===== src/verilog/fdc_pkg.sv =====
package fdc_pkg;
    // Register offsets on the host port.
    localparam logic [9:0] OFS_STAT_A = 10'h3F0;
    localparam logic [9:0] OFS_STAT_B = 10'h3F1;
    localparam logic [9:0] OFS_DCR = 10'h3F2;
    localparam logic [9:0] OFS_DRV_ID = 10'h3F3;
    localparam logic [9:0] OFS_MSR = 10'h3F4;
    localparam logic [9:0] OFS_DATA = 10'h3F5;
    localparam logic [9:0] OFS_RSVD = 10'h3F6;
    localparam logic [9:0] OFS_RATE = 10'h3F7;

    // Drive control fields.
    localparam logic [7:0] DCR_RESET = 8'h00;
    localparam logic [7:0] DCR_MASK_T1 = 8'h3D;
    localparam int DCR_RST_BIT = 2;
    localparam int DCR_SEL0_BIT = 0;
    localparam int DCR_MOT0_BIT = 4;
    localparam int DCR_MOT1_BIT = 5;

    // Precompensation select fields.
    localparam int PSR_RATE_LSB = 0;
    localparam int PSR_PC_LSB = 2;

    // Data rate codes.
    localparam logic [1:0] RATE_500 = 2'h0;
    localparam logic [1:0] RATE_300 = 2'h1;
    localparam logic [1:0] RATE_250 = 2'h2;
    localparam logic [1:0] RATE_1000 = 2'h3;

    // Precompensation field codes and delays in 41.7 ns steps.
    localparam int PRECOMP_STEP_PS = 41700;
    localparam logic [2:0] PC_DEFAULT = 3'h0;
    localparam logic [2:0] PC_ZERO = 3'h7;
    localparam logic [2:0] STEPS_NONE = 3'h0;
    localparam logic [2:0] STEPS_41 = 3'h1;
    localparam logic [2:0] STEPS_125 = 3'h3;

    // Command bytes handled inside this block.
    localparam logic [7:0] OP_UNLOCK = 8'h94;
    localparam logic [7:0] OP_CONFIGURE = 8'h13;
    localparam logic [1:0] CFG_PARAMS = 2'h3;
    localparam logic [1:0] CFG_EFF_IDX = 2'h1;
    localparam int CFG_EFF_BIT = 5;

    localparam int FIFO_DEPTH = 16;

    typedef enum logic [1:0] {
        CLK_4MHZ = 2'h0,
        CLK_8MHZ = 2'h1,
        CLK_24MHZ = 2'h2
    } ctrl_clk_t;

    typedef enum logic [2:0] {
        PH_IDLE = 3'h0,
        PH_PARAM = 3'h1,
        PH_CORE = 3'h2,
        PH_XFER = 3'h3,
        PH_RESULT = 3'h4
    } phase_t;
endpackage


===== src/verilog/diskette_ctrl_host_regs.sv =====
module diskette_ctrl_host_regs #(
    parameter bit TYPE2 = 1'b1,
    parameter int FIFO_DEPTH = fdc_pkg::FIFO_DEPTH,
    parameter logic [7:0] ID_TYPE1 = 8'hA5,
    parameter logic [7:0] ID_TYPE2 = 8'h5A
) (
    input wire logic ref_clk_i,
    input wire logic rst_b_i,
    input wire logic [9:0] addr_i,
    input wire logic [7:0] wdata_i,
    input wire logic wr_i,
    input wire logic rd_i,
    output logic [7:0] rdata_o,
    input wire logic irq_pending_i,
    input wire logic second_drive_b_i,
    input wire logic step_i,
    input wire logic track0_b_i,
    input wire logic head1_i,
    input wire logic index_b_i,
    input wire logic wprot_b_i,
    input wire logic dir_in_i,
    input wire logic wr_data_b_i,
    input wire logic rd_data_b_i,
    input wire logic wr_en_i,
    input wire logic [1:0] media_type_i,
    input wire logic [1:0] drive_type_i,
    input wire logic [1:0] startup_drive_i,
    input wire logic non_dma_i,
    input wire logic [3:0] seek_busy_i,
    input wire logic disk_change_i,
    output logic [3:0] motor_en_o,
    output logic [1:0] drive_sel_o,
    output logic ctrl_reset_b_o,
    output logic [1:0] rate_o,
    output logic [2:0] precomp_o,
    output logic [1:0] ctrl_clk_sel_o,
    output logic [7:0] cmd_byte_o,
    output logic cmd_stb_o,
    input wire logic xfer_start_i,
    input wire logic xfer_to_host_i,
    input wire logic [7:0] core_dat_i,
    input wire logic core_vld_i,
    output logic core_rdy_o,
    output logic [7:0] core_dat_o,
    output logic core_vld_o,
    input wire logic core_rdy_i,
    input wire logic [7:0] res_byte_i,
    input wire logic res_vld_i,
    output logic res_rdy_o,
    input wire logic cmd_done_i
);
    localparam int AW = $clog2(FIFO_DEPTH);

    typedef struct packed {
        logic [7:0] dcr;
        logic [1:0] rate;
        logic [2:0] pc_field;
        logic fifo_en;
        logic [1:0] pidx;
        logic to_host;
        logic [7:0] res;
        logic res_full;
        logic res_local;
        logic wd_tog;
        logic rd_tog;
        logic wd_prev;
        logic rd_prev;
        logic [7:0] rdata;
        logic [7:0] cmd_byte;
        logic cmd_stb;
        fdc_pkg::phase_t phase;
    } regs_t;

    regs_t s_r;
    regs_t s_nxt;
    logic fifo_push;
    logic fifo_pop;
    logic fifo_flush;
    logic [7:0] fifo_wdata;
    logic [7:0] fifo_head;
    logic fifo_full;
    logic fifo_empty;
    logic [AW:0] fifo_limit;
    logic rqm;
    logic dio;
    logic wr_data_port;
    logic rd_data_port;
    logic [7:0] msr;

    function automatic logic [1:0] clk_for_rate(input logic [1:0] rate);
        if (TYPE2)
            return fdc_pkg::CLK_24MHZ;
        else if (rate == fdc_pkg::RATE_500)
            return fdc_pkg::CLK_8MHZ;
        else
            return fdc_pkg::CLK_4MHZ;
    endfunction

    function automatic logic [1:0] rate_from_host(input logic [1:0] bits);
        // The basic variant only knows 500 and 250 kbps.
        if (TYPE2)
            return bits;
        else
            return {bits[1], 1'b0};
    endfunction

    precomp_decode #(
        .TYPE2(TYPE2)
    ) u_precomp (
        .rate_i(s_r.rate),
        .field_i(s_r.pc_field),
        .steps_o(precomp_o)
    );

    xfer_fifo #(
        .W(8),
        .DEPTH(FIFO_DEPTH)
    ) u_fifo (
        .ref_clk_i(ref_clk_i),
        .rst_b_i(rst_b_i),
        .flush_i(fifo_flush),
        .limit_i(fifo_limit),
        .push_i(fifo_push),
        .wdata_i(fifo_wdata),
        .pop_i(fifo_pop),
        .head_o(fifo_head),
        .full_o(fifo_full),
        .empty_o(fifo_empty)
    );

    // With the FIFO disabled the storage holds one byte, as the basic part.
    assign fifo_limit = (TYPE2 && s_r.fifo_en) ?
        (AW + 1)'(FIFO_DEPTH) : (AW + 1)'(1);

    always_comb
    begin
        unique case (s_r.phase)
            fdc_pkg::PH_IDLE, fdc_pkg::PH_PARAM, fdc_pkg::PH_CORE:
                rqm = 1'b1;
            fdc_pkg::PH_XFER:
                rqm = s_r.to_host ? !fifo_empty : !fifo_full;
            fdc_pkg::PH_RESULT:
                rqm = s_r.res_full;
            default:
                rqm = 1'b0;
        endcase
    end

    assign dio = (s_r.phase == fdc_pkg::PH_RESULT) ||
        (s_r.phase == fdc_pkg::PH_XFER && s_r.to_host);
    assign msr = {rqm, dio, non_dma_i,
        s_r.phase != fdc_pkg::PH_IDLE, seek_busy_i};
    assign wr_data_port = wr_i && addr_i == fdc_pkg::OFS_DATA && rqm && !dio;
    assign rd_data_port = rd_i && addr_i == fdc_pkg::OFS_DATA && rqm && dio;

    assign core_rdy_o = s_r.phase == fdc_pkg::PH_XFER && s_r.to_host &&
        !fifo_full;
    assign core_vld_o = s_r.phase == fdc_pkg::PH_XFER && !s_r.to_host &&
        !fifo_empty;
    assign core_dat_o = fifo_head;
    assign res_rdy_o = (s_r.phase == fdc_pkg::PH_CORE ||
        s_r.phase == fdc_pkg::PH_XFER || s_r.phase == fdc_pkg::PH_RESULT) &&
        !s_r.res_full && !s_r.res_local;

    always_comb
    begin
        s_nxt = s_r;
        s_nxt.rdata = '0;
        s_nxt.cmd_stb = 1'b0;
        fifo_push = 1'b0;
        fifo_pop = 1'b0;
        fifo_flush = 1'b0;
        fifo_wdata = s_r.to_host ? core_dat_i : wdata_i;

        // Both strobes are edge detected on their rising, inactive edge.
        s_nxt.wd_prev = wr_data_b_i;
        s_nxt.rd_prev = rd_data_b_i;
        if (wr_data_b_i && !s_r.wd_prev)
            s_nxt.wd_tog = !s_r.wd_tog;
        if (rd_data_b_i && !s_r.rd_prev)
            s_nxt.rd_tog = !s_r.rd_tog;

        if (wr_i)
        begin
            unique case (addr_i)
                fdc_pkg::OFS_DCR:
                    s_nxt.dcr = TYPE2 ? wdata_i :
                        (wdata_i & fdc_pkg::DCR_MASK_T1);
                fdc_pkg::OFS_MSR:
                    if (TYPE2)
                    begin
                        s_nxt.rate =
                            wdata_i[fdc_pkg::PSR_RATE_LSB +: 2];
                        s_nxt.pc_field =
                            wdata_i[fdc_pkg::PSR_PC_LSB +: 3];
                    end
                fdc_pkg::OFS_RATE:
                    s_nxt.rate = rate_from_host(wdata_i[1:0]);
                default:
                    s_nxt.rate = s_r.rate;
            endcase
        end

        if (rd_i)
        begin
            unique case (addr_i)
                fdc_pkg::OFS_STAT_A:
                    s_nxt.rdata = {irq_pending_i, second_drive_b_i, step_i,
                        track0_b_i, head1_i, index_b_i, wprot_b_i,
                        dir_in_i};
                fdc_pkg::OFS_STAT_B:
                    s_nxt.rdata = {2'h0, s_r.dcr[fdc_pkg::DCR_SEL0_BIT],
                        s_r.wd_tog, s_r.rd_tog, wr_en_i,
                        s_r.dcr[fdc_pkg::DCR_MOT1_BIT],
                        s_r.dcr[fdc_pkg::DCR_MOT0_BIT]};
                fdc_pkg::OFS_DCR:
                    s_nxt.rdata = s_r.dcr;
                fdc_pkg::OFS_DRV_ID:
                    s_nxt.rdata = TYPE2 ? {media_type_i, drive_type_i,
                        startup_drive_i, 2'h0} : '0;
                fdc_pkg::OFS_MSR:
                    s_nxt.rdata = msr;
                fdc_pkg::OFS_RATE:
                    s_nxt.rdata = {disk_change_i, 4'h0, s_r.rate,
                        s_r.rate == fdc_pkg::RATE_250 ||
                        s_r.rate == fdc_pkg::RATE_300};
                default:
                    s_nxt.rdata = '0;
            endcase
        end

        // Result bytes always pass one at a time through the result holder.
        if (rd_data_port)
        begin
            if (s_r.phase == fdc_pkg::PH_RESULT)
            begin
                s_nxt.rdata = s_r.res;
                s_nxt.res_full = 1'b0;
                if (s_r.res_local)
                begin
                    s_nxt.res_local = 1'b0;
                    s_nxt.phase = fdc_pkg::PH_IDLE;
                end
            end
            else
            begin
                s_nxt.rdata = fifo_head;
                fifo_pop = 1'b1;
            end
        end

        if (wr_data_port)
        begin
            unique case (s_r.phase)
                fdc_pkg::PH_IDLE:
                    if (wdata_i == fdc_pkg::OP_UNLOCK)
                    begin
                        s_nxt.res = TYPE2 ? ID_TYPE2 : ID_TYPE1;
                        s_nxt.res_full = 1'b1;
                        s_nxt.res_local = 1'b1;
                        s_nxt.phase = fdc_pkg::PH_RESULT;
                    end
                    else if (TYPE2 && wdata_i == fdc_pkg::OP_CONFIGURE)
                    begin
                        s_nxt.pidx = '0;
                        s_nxt.phase = fdc_pkg::PH_PARAM;
                    end
                    else
                    begin
                        s_nxt.cmd_byte = wdata_i;
                        s_nxt.cmd_stb = 1'b1;
                        s_nxt.phase = fdc_pkg::PH_CORE;
                    end
                fdc_pkg::PH_PARAM:
                begin
                    if (s_r.pidx == fdc_pkg::CFG_EFF_IDX)
                        s_nxt.fifo_en = wdata_i[fdc_pkg::CFG_EFF_BIT];
                    s_nxt.pidx = 2'(s_r.pidx + 1'b1);
                    if (2'(s_r.pidx + 1'b1) == fdc_pkg::CFG_PARAMS)
                        s_nxt.phase = fdc_pkg::PH_IDLE;
                end
                fdc_pkg::PH_CORE:
                begin
                    s_nxt.cmd_byte = wdata_i;
                    s_nxt.cmd_stb = 1'b1;
                end
                fdc_pkg::PH_XFER:
                    fifo_push = 1'b1;
                default:
                    s_nxt.phase = s_r.phase;
            endcase
        end

        if (core_vld_i && core_rdy_o)
            fifo_push = 1'b1;
        if (core_vld_o && core_rdy_i)
            fifo_pop = 1'b1;

        if (xfer_start_i && s_r.phase == fdc_pkg::PH_CORE)
        begin
            s_nxt.to_host = xfer_to_host_i;
            s_nxt.phase = fdc_pkg::PH_XFER;
            fifo_flush = 1'b1;
        end
        if (res_vld_i && res_rdy_o)
        begin
            s_nxt.res = res_byte_i;
            s_nxt.res_full = 1'b1;
            s_nxt.phase = fdc_pkg::PH_RESULT;
        end
        if (cmd_done_i && s_r.phase != fdc_pkg::PH_IDLE &&
            s_r.phase != fdc_pkg::PH_PARAM && !s_r.res_local)
            s_nxt.phase = fdc_pkg::PH_IDLE;

        // The register bit is low-true, so a reset value of zero holds the
        // controller in reset until software releases it.
        if (!s_r.dcr[fdc_pkg::DCR_RST_BIT])
        begin
            s_nxt.phase = fdc_pkg::PH_IDLE;
            s_nxt.res_full = 1'b0;
            s_nxt.res_local = 1'b0;
            s_nxt.cmd_stb = 1'b0;
            fifo_flush = 1'b1;
        end
    end

    always_ff @(posedge ref_clk_i or negedge rst_b_i)
    begin
        if (!rst_b_i)
        begin
            s_r <= '0;
            s_r.dcr <= fdc_pkg::DCR_RESET;
            // Data strobes idle high, so no false edge follows reset.
            s_r.wd_prev <= 1'b1;
            s_r.rd_prev <= 1'b1;
        end
        else
            s_r <= s_nxt;
    end

    assign rdata_o = s_r.rdata;
    assign motor_en_o = s_r.dcr[7:4];
    assign drive_sel_o = s_r.dcr[1:0];
    assign ctrl_reset_b_o = s_r.dcr[fdc_pkg::DCR_RST_BIT];
    assign rate_o = s_r.rate;
    assign ctrl_clk_sel_o = clk_for_rate(s_r.rate);
    assign cmd_byte_o = s_r.cmd_byte;
    assign cmd_stb_o = s_r.cmd_stb;
endmodule


===== src/verilog/precomp_decode.sv =====
module precomp_decode #(
    parameter bit TYPE2 = 1'b1
) (
    input wire logic [1:0] rate_i,
    input wire logic [2:0] field_i,
    output logic [2:0] steps_o
);
    always_comb
    begin
        if (!TYPE2)
            steps_o = fdc_pkg::STEPS_125;
        else if (field_i == fdc_pkg::PC_ZERO)
            steps_o = fdc_pkg::STEPS_NONE;
        else if (field_i != fdc_pkg::PC_DEFAULT)
            steps_o = field_i;
        else if (rate_i == fdc_pkg::RATE_1000)
            steps_o = fdc_pkg::STEPS_41;
        else
            steps_o = fdc_pkg::STEPS_125;
    end
endmodule


===== src/verilog/xfer_fifo.sv =====
module xfer_fifo #(
    parameter int W = 8,
    parameter int DEPTH = 16,
    localparam int AW = $clog2(DEPTH)
) (
    input wire logic ref_clk_i,
    input wire logic rst_b_i,
    input wire logic flush_i,
    input wire logic [AW:0] limit_i,
    input wire logic push_i,
    input wire logic [W-1:0] wdata_i,
    input wire logic pop_i,
    output logic [W-1:0] head_o,
    output logic full_o,
    output logic empty_o
);
    typedef struct packed {
        logic [DEPTH-1:0][W-1:0] mem;
        logic [AW-1:0] wp;
        logic [AW-1:0] rp;
        logic [AW:0] cnt;
    } fifo_t;

    fifo_t s_r;
    fifo_t s_nxt;
    logic do_push;
    logic do_pop;

    // The limit lets the same storage act as a single byte latch.
    assign full_o = s_r.cnt >= limit_i;
    assign empty_o = s_r.cnt == '0;
    assign head_o = s_r.mem[s_r.rp];
    assign do_push = push_i && !full_o;
    assign do_pop = pop_i && !empty_o;

    always_comb
    begin
        s_nxt = s_r;
        if (flush_i)
        begin
            s_nxt.wp = '0;
            s_nxt.rp = '0;
            s_nxt.cnt = '0;
        end
        else
        begin
            if (do_push)
            begin
                s_nxt.mem[s_r.wp] = wdata_i;
                s_nxt.wp = AW'(s_r.wp + 1'b1);
            end
            if (do_pop)
                s_nxt.rp = AW'(s_r.rp + 1'b1);
            if (do_push && !do_pop)
                s_nxt.cnt = (AW + 1)'(s_r.cnt + 1'b1);
            else if (do_pop && !do_push)
                s_nxt.cnt = (AW + 1)'(s_r.cnt - 1'b1);
        end
    end

    always_ff @(posedge ref_clk_i or negedge rst_b_i)
    begin
        if (!rst_b_i)
            s_r <= '0;
        else
            s_r <= s_nxt;
    end
endmodule

===== config.mk =====
export PLATFORM = sky130hd
export DESIGN_NAME = diskette_ctrl_host_regs
export DESIGN_NICKNAME = d
export VERILOG_FILES = /design/src/verilog/fdc_pkg.sv /design/src/verilog/diskette_ctrl_host_regs.sv /design/src/verilog/precomp_decode.sv /design/src/verilog/xfer_fifo.sv
export SDC_FILE = /design/constraint.sdc
export NUM_CORES = 1
export LEC_CHECK = 0
export BUFFER_PORTS_ARGS = -buffer_cell sky130_fd_sc_hd__buf_2
export CORE_AREA = 2 2 123 172
export CTS_CLUSTER_SIZE = 12
export DETAILED_ROUTE_END_ITERATION = 7
export DIE_AREA = 0 0 125 174
export PLACE_DENSITY = 0.68
export SYNTH_ARGS = -nofsm -noshare
export SYNTH_HDL_FRONTEND = slang
export SYNTH_SLANG_ARGS = --single-unit

===== constraint.sdc =====
create_clock -name ref_clk_i -period 6.3 [get_ports ref_clk_i]
set_clock_uncertainty 0.15 [all_clocks]
set_input_delay 0 -clock ref_clk_i [delete_from_list [all_inputs] [get_ports ref_clk_i]]
set_output_delay 0 -clock ref_clk_i [all_outputs]
set_load 0.02 [all_outputs]

==> metrics.md <==
| Metric | Value |
|---|---|
| Share of the synthesized area in the top cell type | 0.489 |
| Io pins | around 110 |
| Num CTS Buffers | 17 |
| Vias per std cell | ~5.8 |
| Initial Util | 0.478 |
| Failing checks | negative hold slack |
| Most frequent cells in the layout | dfrtp_1 (189), mux2_2 (161), buf_2 (105) |
| DP HPWL | roughly 16 mm |
| Post-Syn Area | approximately 9700 um^2 |
| Final hold slack | -4.09 ps |
| Critical Setup Path Class | register to register |
| GR met2 Demand/Resource | 0.387 |
| Least-Margin Pin Slew | just over 900 ps |
| Top_reg_cell synth | dfrtp_1 |
| TritonCTS clock tree | done |
| Final ANT Viol Nets | 0 |
| Core Box Area | 20300 um^2 |
| Worst-path clk slew | 70 ps |
| Ratio of cells with drive above 1 in the final layout | 0.413 |
| Synth Register Bits | 192 |
| Die Y | between 150 and 200 um |
| First-pass GRT wire length | roughly 37 mm |
| Vias | about 6500 |
| Final Hold Viols | 2 |
| Inst Count DP | roughly 1100 |
| Max Root-Sink Buffers | 2 |
| DR WL/cell | around 20 um |
| Max-cap viol count | 0 |
| Maximum number of pins on one net before global-route repair | a little over 90 |
| Initial antenna violation count | 0 |
| Power per cell area | 215 nW/um^2 |
| Setup TNS | 0 ps |
| Dominant cell type by area after synthesis | dfrtp_1 |
| Worst-Skew Late Latency | 440 ps |
| # setup viols final | 0 |
| GRT Max-Usage Layer | met2 |
| Post-detailed-routing wire length | roughly 23 mm |
| Total gr overflow | 0 |
| Status | finished with violations |
| Ant. Diodes | 0 |
| GR Layer Usage met3 | 0.0357 |
| Cts hold-fix bufs | 43 |
| Crit share post-route | 0.560 |
| Critical Path Fanout Max | 8 |
| Postcts setup bufs | 0 |
| Number of enable flip-flop cells after synthesis | 0 |
| Die Width | 125 um |
| Drt drc | 0 |
| Layout area overhead | 16.2% |
| Min-Delay Path Class | input port to asynchronous set/reset pin |
| Clk Tree Root Cell | clkbuf_16 |
| Total power | ~0.0024 W |
| Critical Path AT | roughly 3700 ps |
| Cell variety after synth | a little under 60 |
| Worst vdd ir | around 0.18 mV |
| Req. time, crit path | about 6500 ps |
| Clk sink count | 192 |
| Mapped Nets | between 800 and 900 |
| Fin cells | 1132 |
| RSZ-0062 raised after global routing | no |
| DR pass1 iterations | 6 |
| Commonest non-fill, non-tap cell in the layout | dfrtp_1 |
| Max transition margin | 0.390 |
| FP Rows | 62 |
| Fmax | about 0.28 GHz |
| Final min period | ~3500 ps |
| Met1 usage | 0.256 |
| Asr flop ratio synth | 1.00 |
| Sequential area share after synthesis | 0.494 |
| Total GRT Usage | 0.217 |
| Post-CTS resize count | 0 |
| Cells after Synth | between 700 and 800 |
| Setup crit end kind | register |
| Top cells by area, synth | dfrtp_1 (49%), mux2_2 (19%), mux4_2 (9.3%), buf_4 (2.0%), ha_1 (1.7%) |
| Leak | between 5 and 6 nW |
| Layout fillers | ~1700 |
| Final core utilization | 0.556 |
| Startpoint Class | register |
| Drt first-iter violations | about 310 |
| H-tree levels | 4 |
| Synth Warn # | 0 |
| Number of global-route vias before repair | between 6000 and 7000 |
| Gpl congestion | about 0.92 |
| IO Port Bufs | ~110 |
| Die ar. | roughly 22000 um^2 |
| Slew Viols, Final | 0 |
| Fin nets | about 940 |
| Post-Syn Area per Cell | around 13 um^2 |
[Yosys cell counts, drive strengths merged, types with 9 or more instances]
master and count:
nand2 31, ha 13, nand3 16, clkbuf 32
nand4 14, dfrtp 190, mux2i 11, inv 12
nand2b 9, o21ai 22, a21oi 21, buf 33
nor2 41, mux4 40, mux2 161, nor3 13
[area by class of cell]
class | count | area [um^2] | share of cell area
flip-flops and latches | 192 | 4810 | 0.426
multi-input cells | 484 | 4530 | 0.401
repair buffers | 156 | 1020 | 0.0905
clock buffers | 17 | 425 | 0.0377
well taps | 256 | 320 | 0.0284
clock inverters | 15 | 146 | 0.0130
inverters | 12 | 45.0 | 0.00399
[cells by family after synthesis]
kind of cell | Yosys count | share of synthesized area
flops | 192 | 0.494
xor+xnor | 11 | 0.00991
buf+inv | 77 | 0.0399
compound gates | 84 | 0.0570
other cells | 2 | 0.000772
fa+ha+maj | 15 | 0.0198
simple gates | 160 | 0.0878
mux | 212 | 0.290
[path summary, 6_finish.rpt]
check / startpoint / endpoint / slack, ps / cells past startpoint
max: u_fifo.s_r[0] / u_fifo.s_r[4] / 2770 / 13
min: rst_b_i / s_r[36] / -4 / 2
max reg2reg: u_fifo.s_r[0] / u_fifo.s_r[4] / 2770 / 13
min reg2reg: s_r[23] / s_r[23] / 340 / 1
max in group asynchronous: rst_b_i / u_fifo.s_r[113] / 4740 / 3
min in group ref_clk_i: core_vld_i / u_fifo.s_r[10] / 20 / 6
[critical path, cell delays in order (launching register included)]
cell and delay [ps]:
dfrtp_1 410, inv_1 130, ha_1 240, or3b_2 480, o22ai_1 160, and2_1 300, nand3_1 300, inv_1 280
fa_1 250, nor2b_1 60, o21a_1 170, nor2_1 110, mux2i_1 230, mux2i_1 190
[metal layers]
layer | wire length [um] | vias to the layer above
met5 | 0 | -
met4 | 796 | 0
met3 | 857 | 42
li1 | - | 2961
met1 | 9230 | 3331
met2 | 12100 | 176
[registers in the layout (all words and copies together), names as in the netlist]
name / cells
rdata_o: 8
drive_sel_o: 2
s_r: 25
cmd_byte_o: 8
u_fifo.s_r: 141
ctrl_reset_b_o: 1
motor_en_o: 4
rate_o: 2
cmd_stb_o: 1
[power by group]
part | switching [W] | total (W) | internal [W]
clock | 0.000518 | 0.00105 | 0.000527
sequential | 0.00000790 | 0.00125 | 0.00124
combinational | 0.0000786 | 0.000130 | 0.0000517
total | 0.000605 | 0.00243 | 0.00182
[per-stage QoR]
stage          setup slack (ps)  instance area, um^2
6_report                   2770                11300
5_1_grt                    2550                11300
4_1_cts                    2810                11300
3_5_place_dp               2830                10300
3_3_place_gp               2920                10300
2_1_floorplan              2990                 9720
Power figures use the tool's default switching activity.
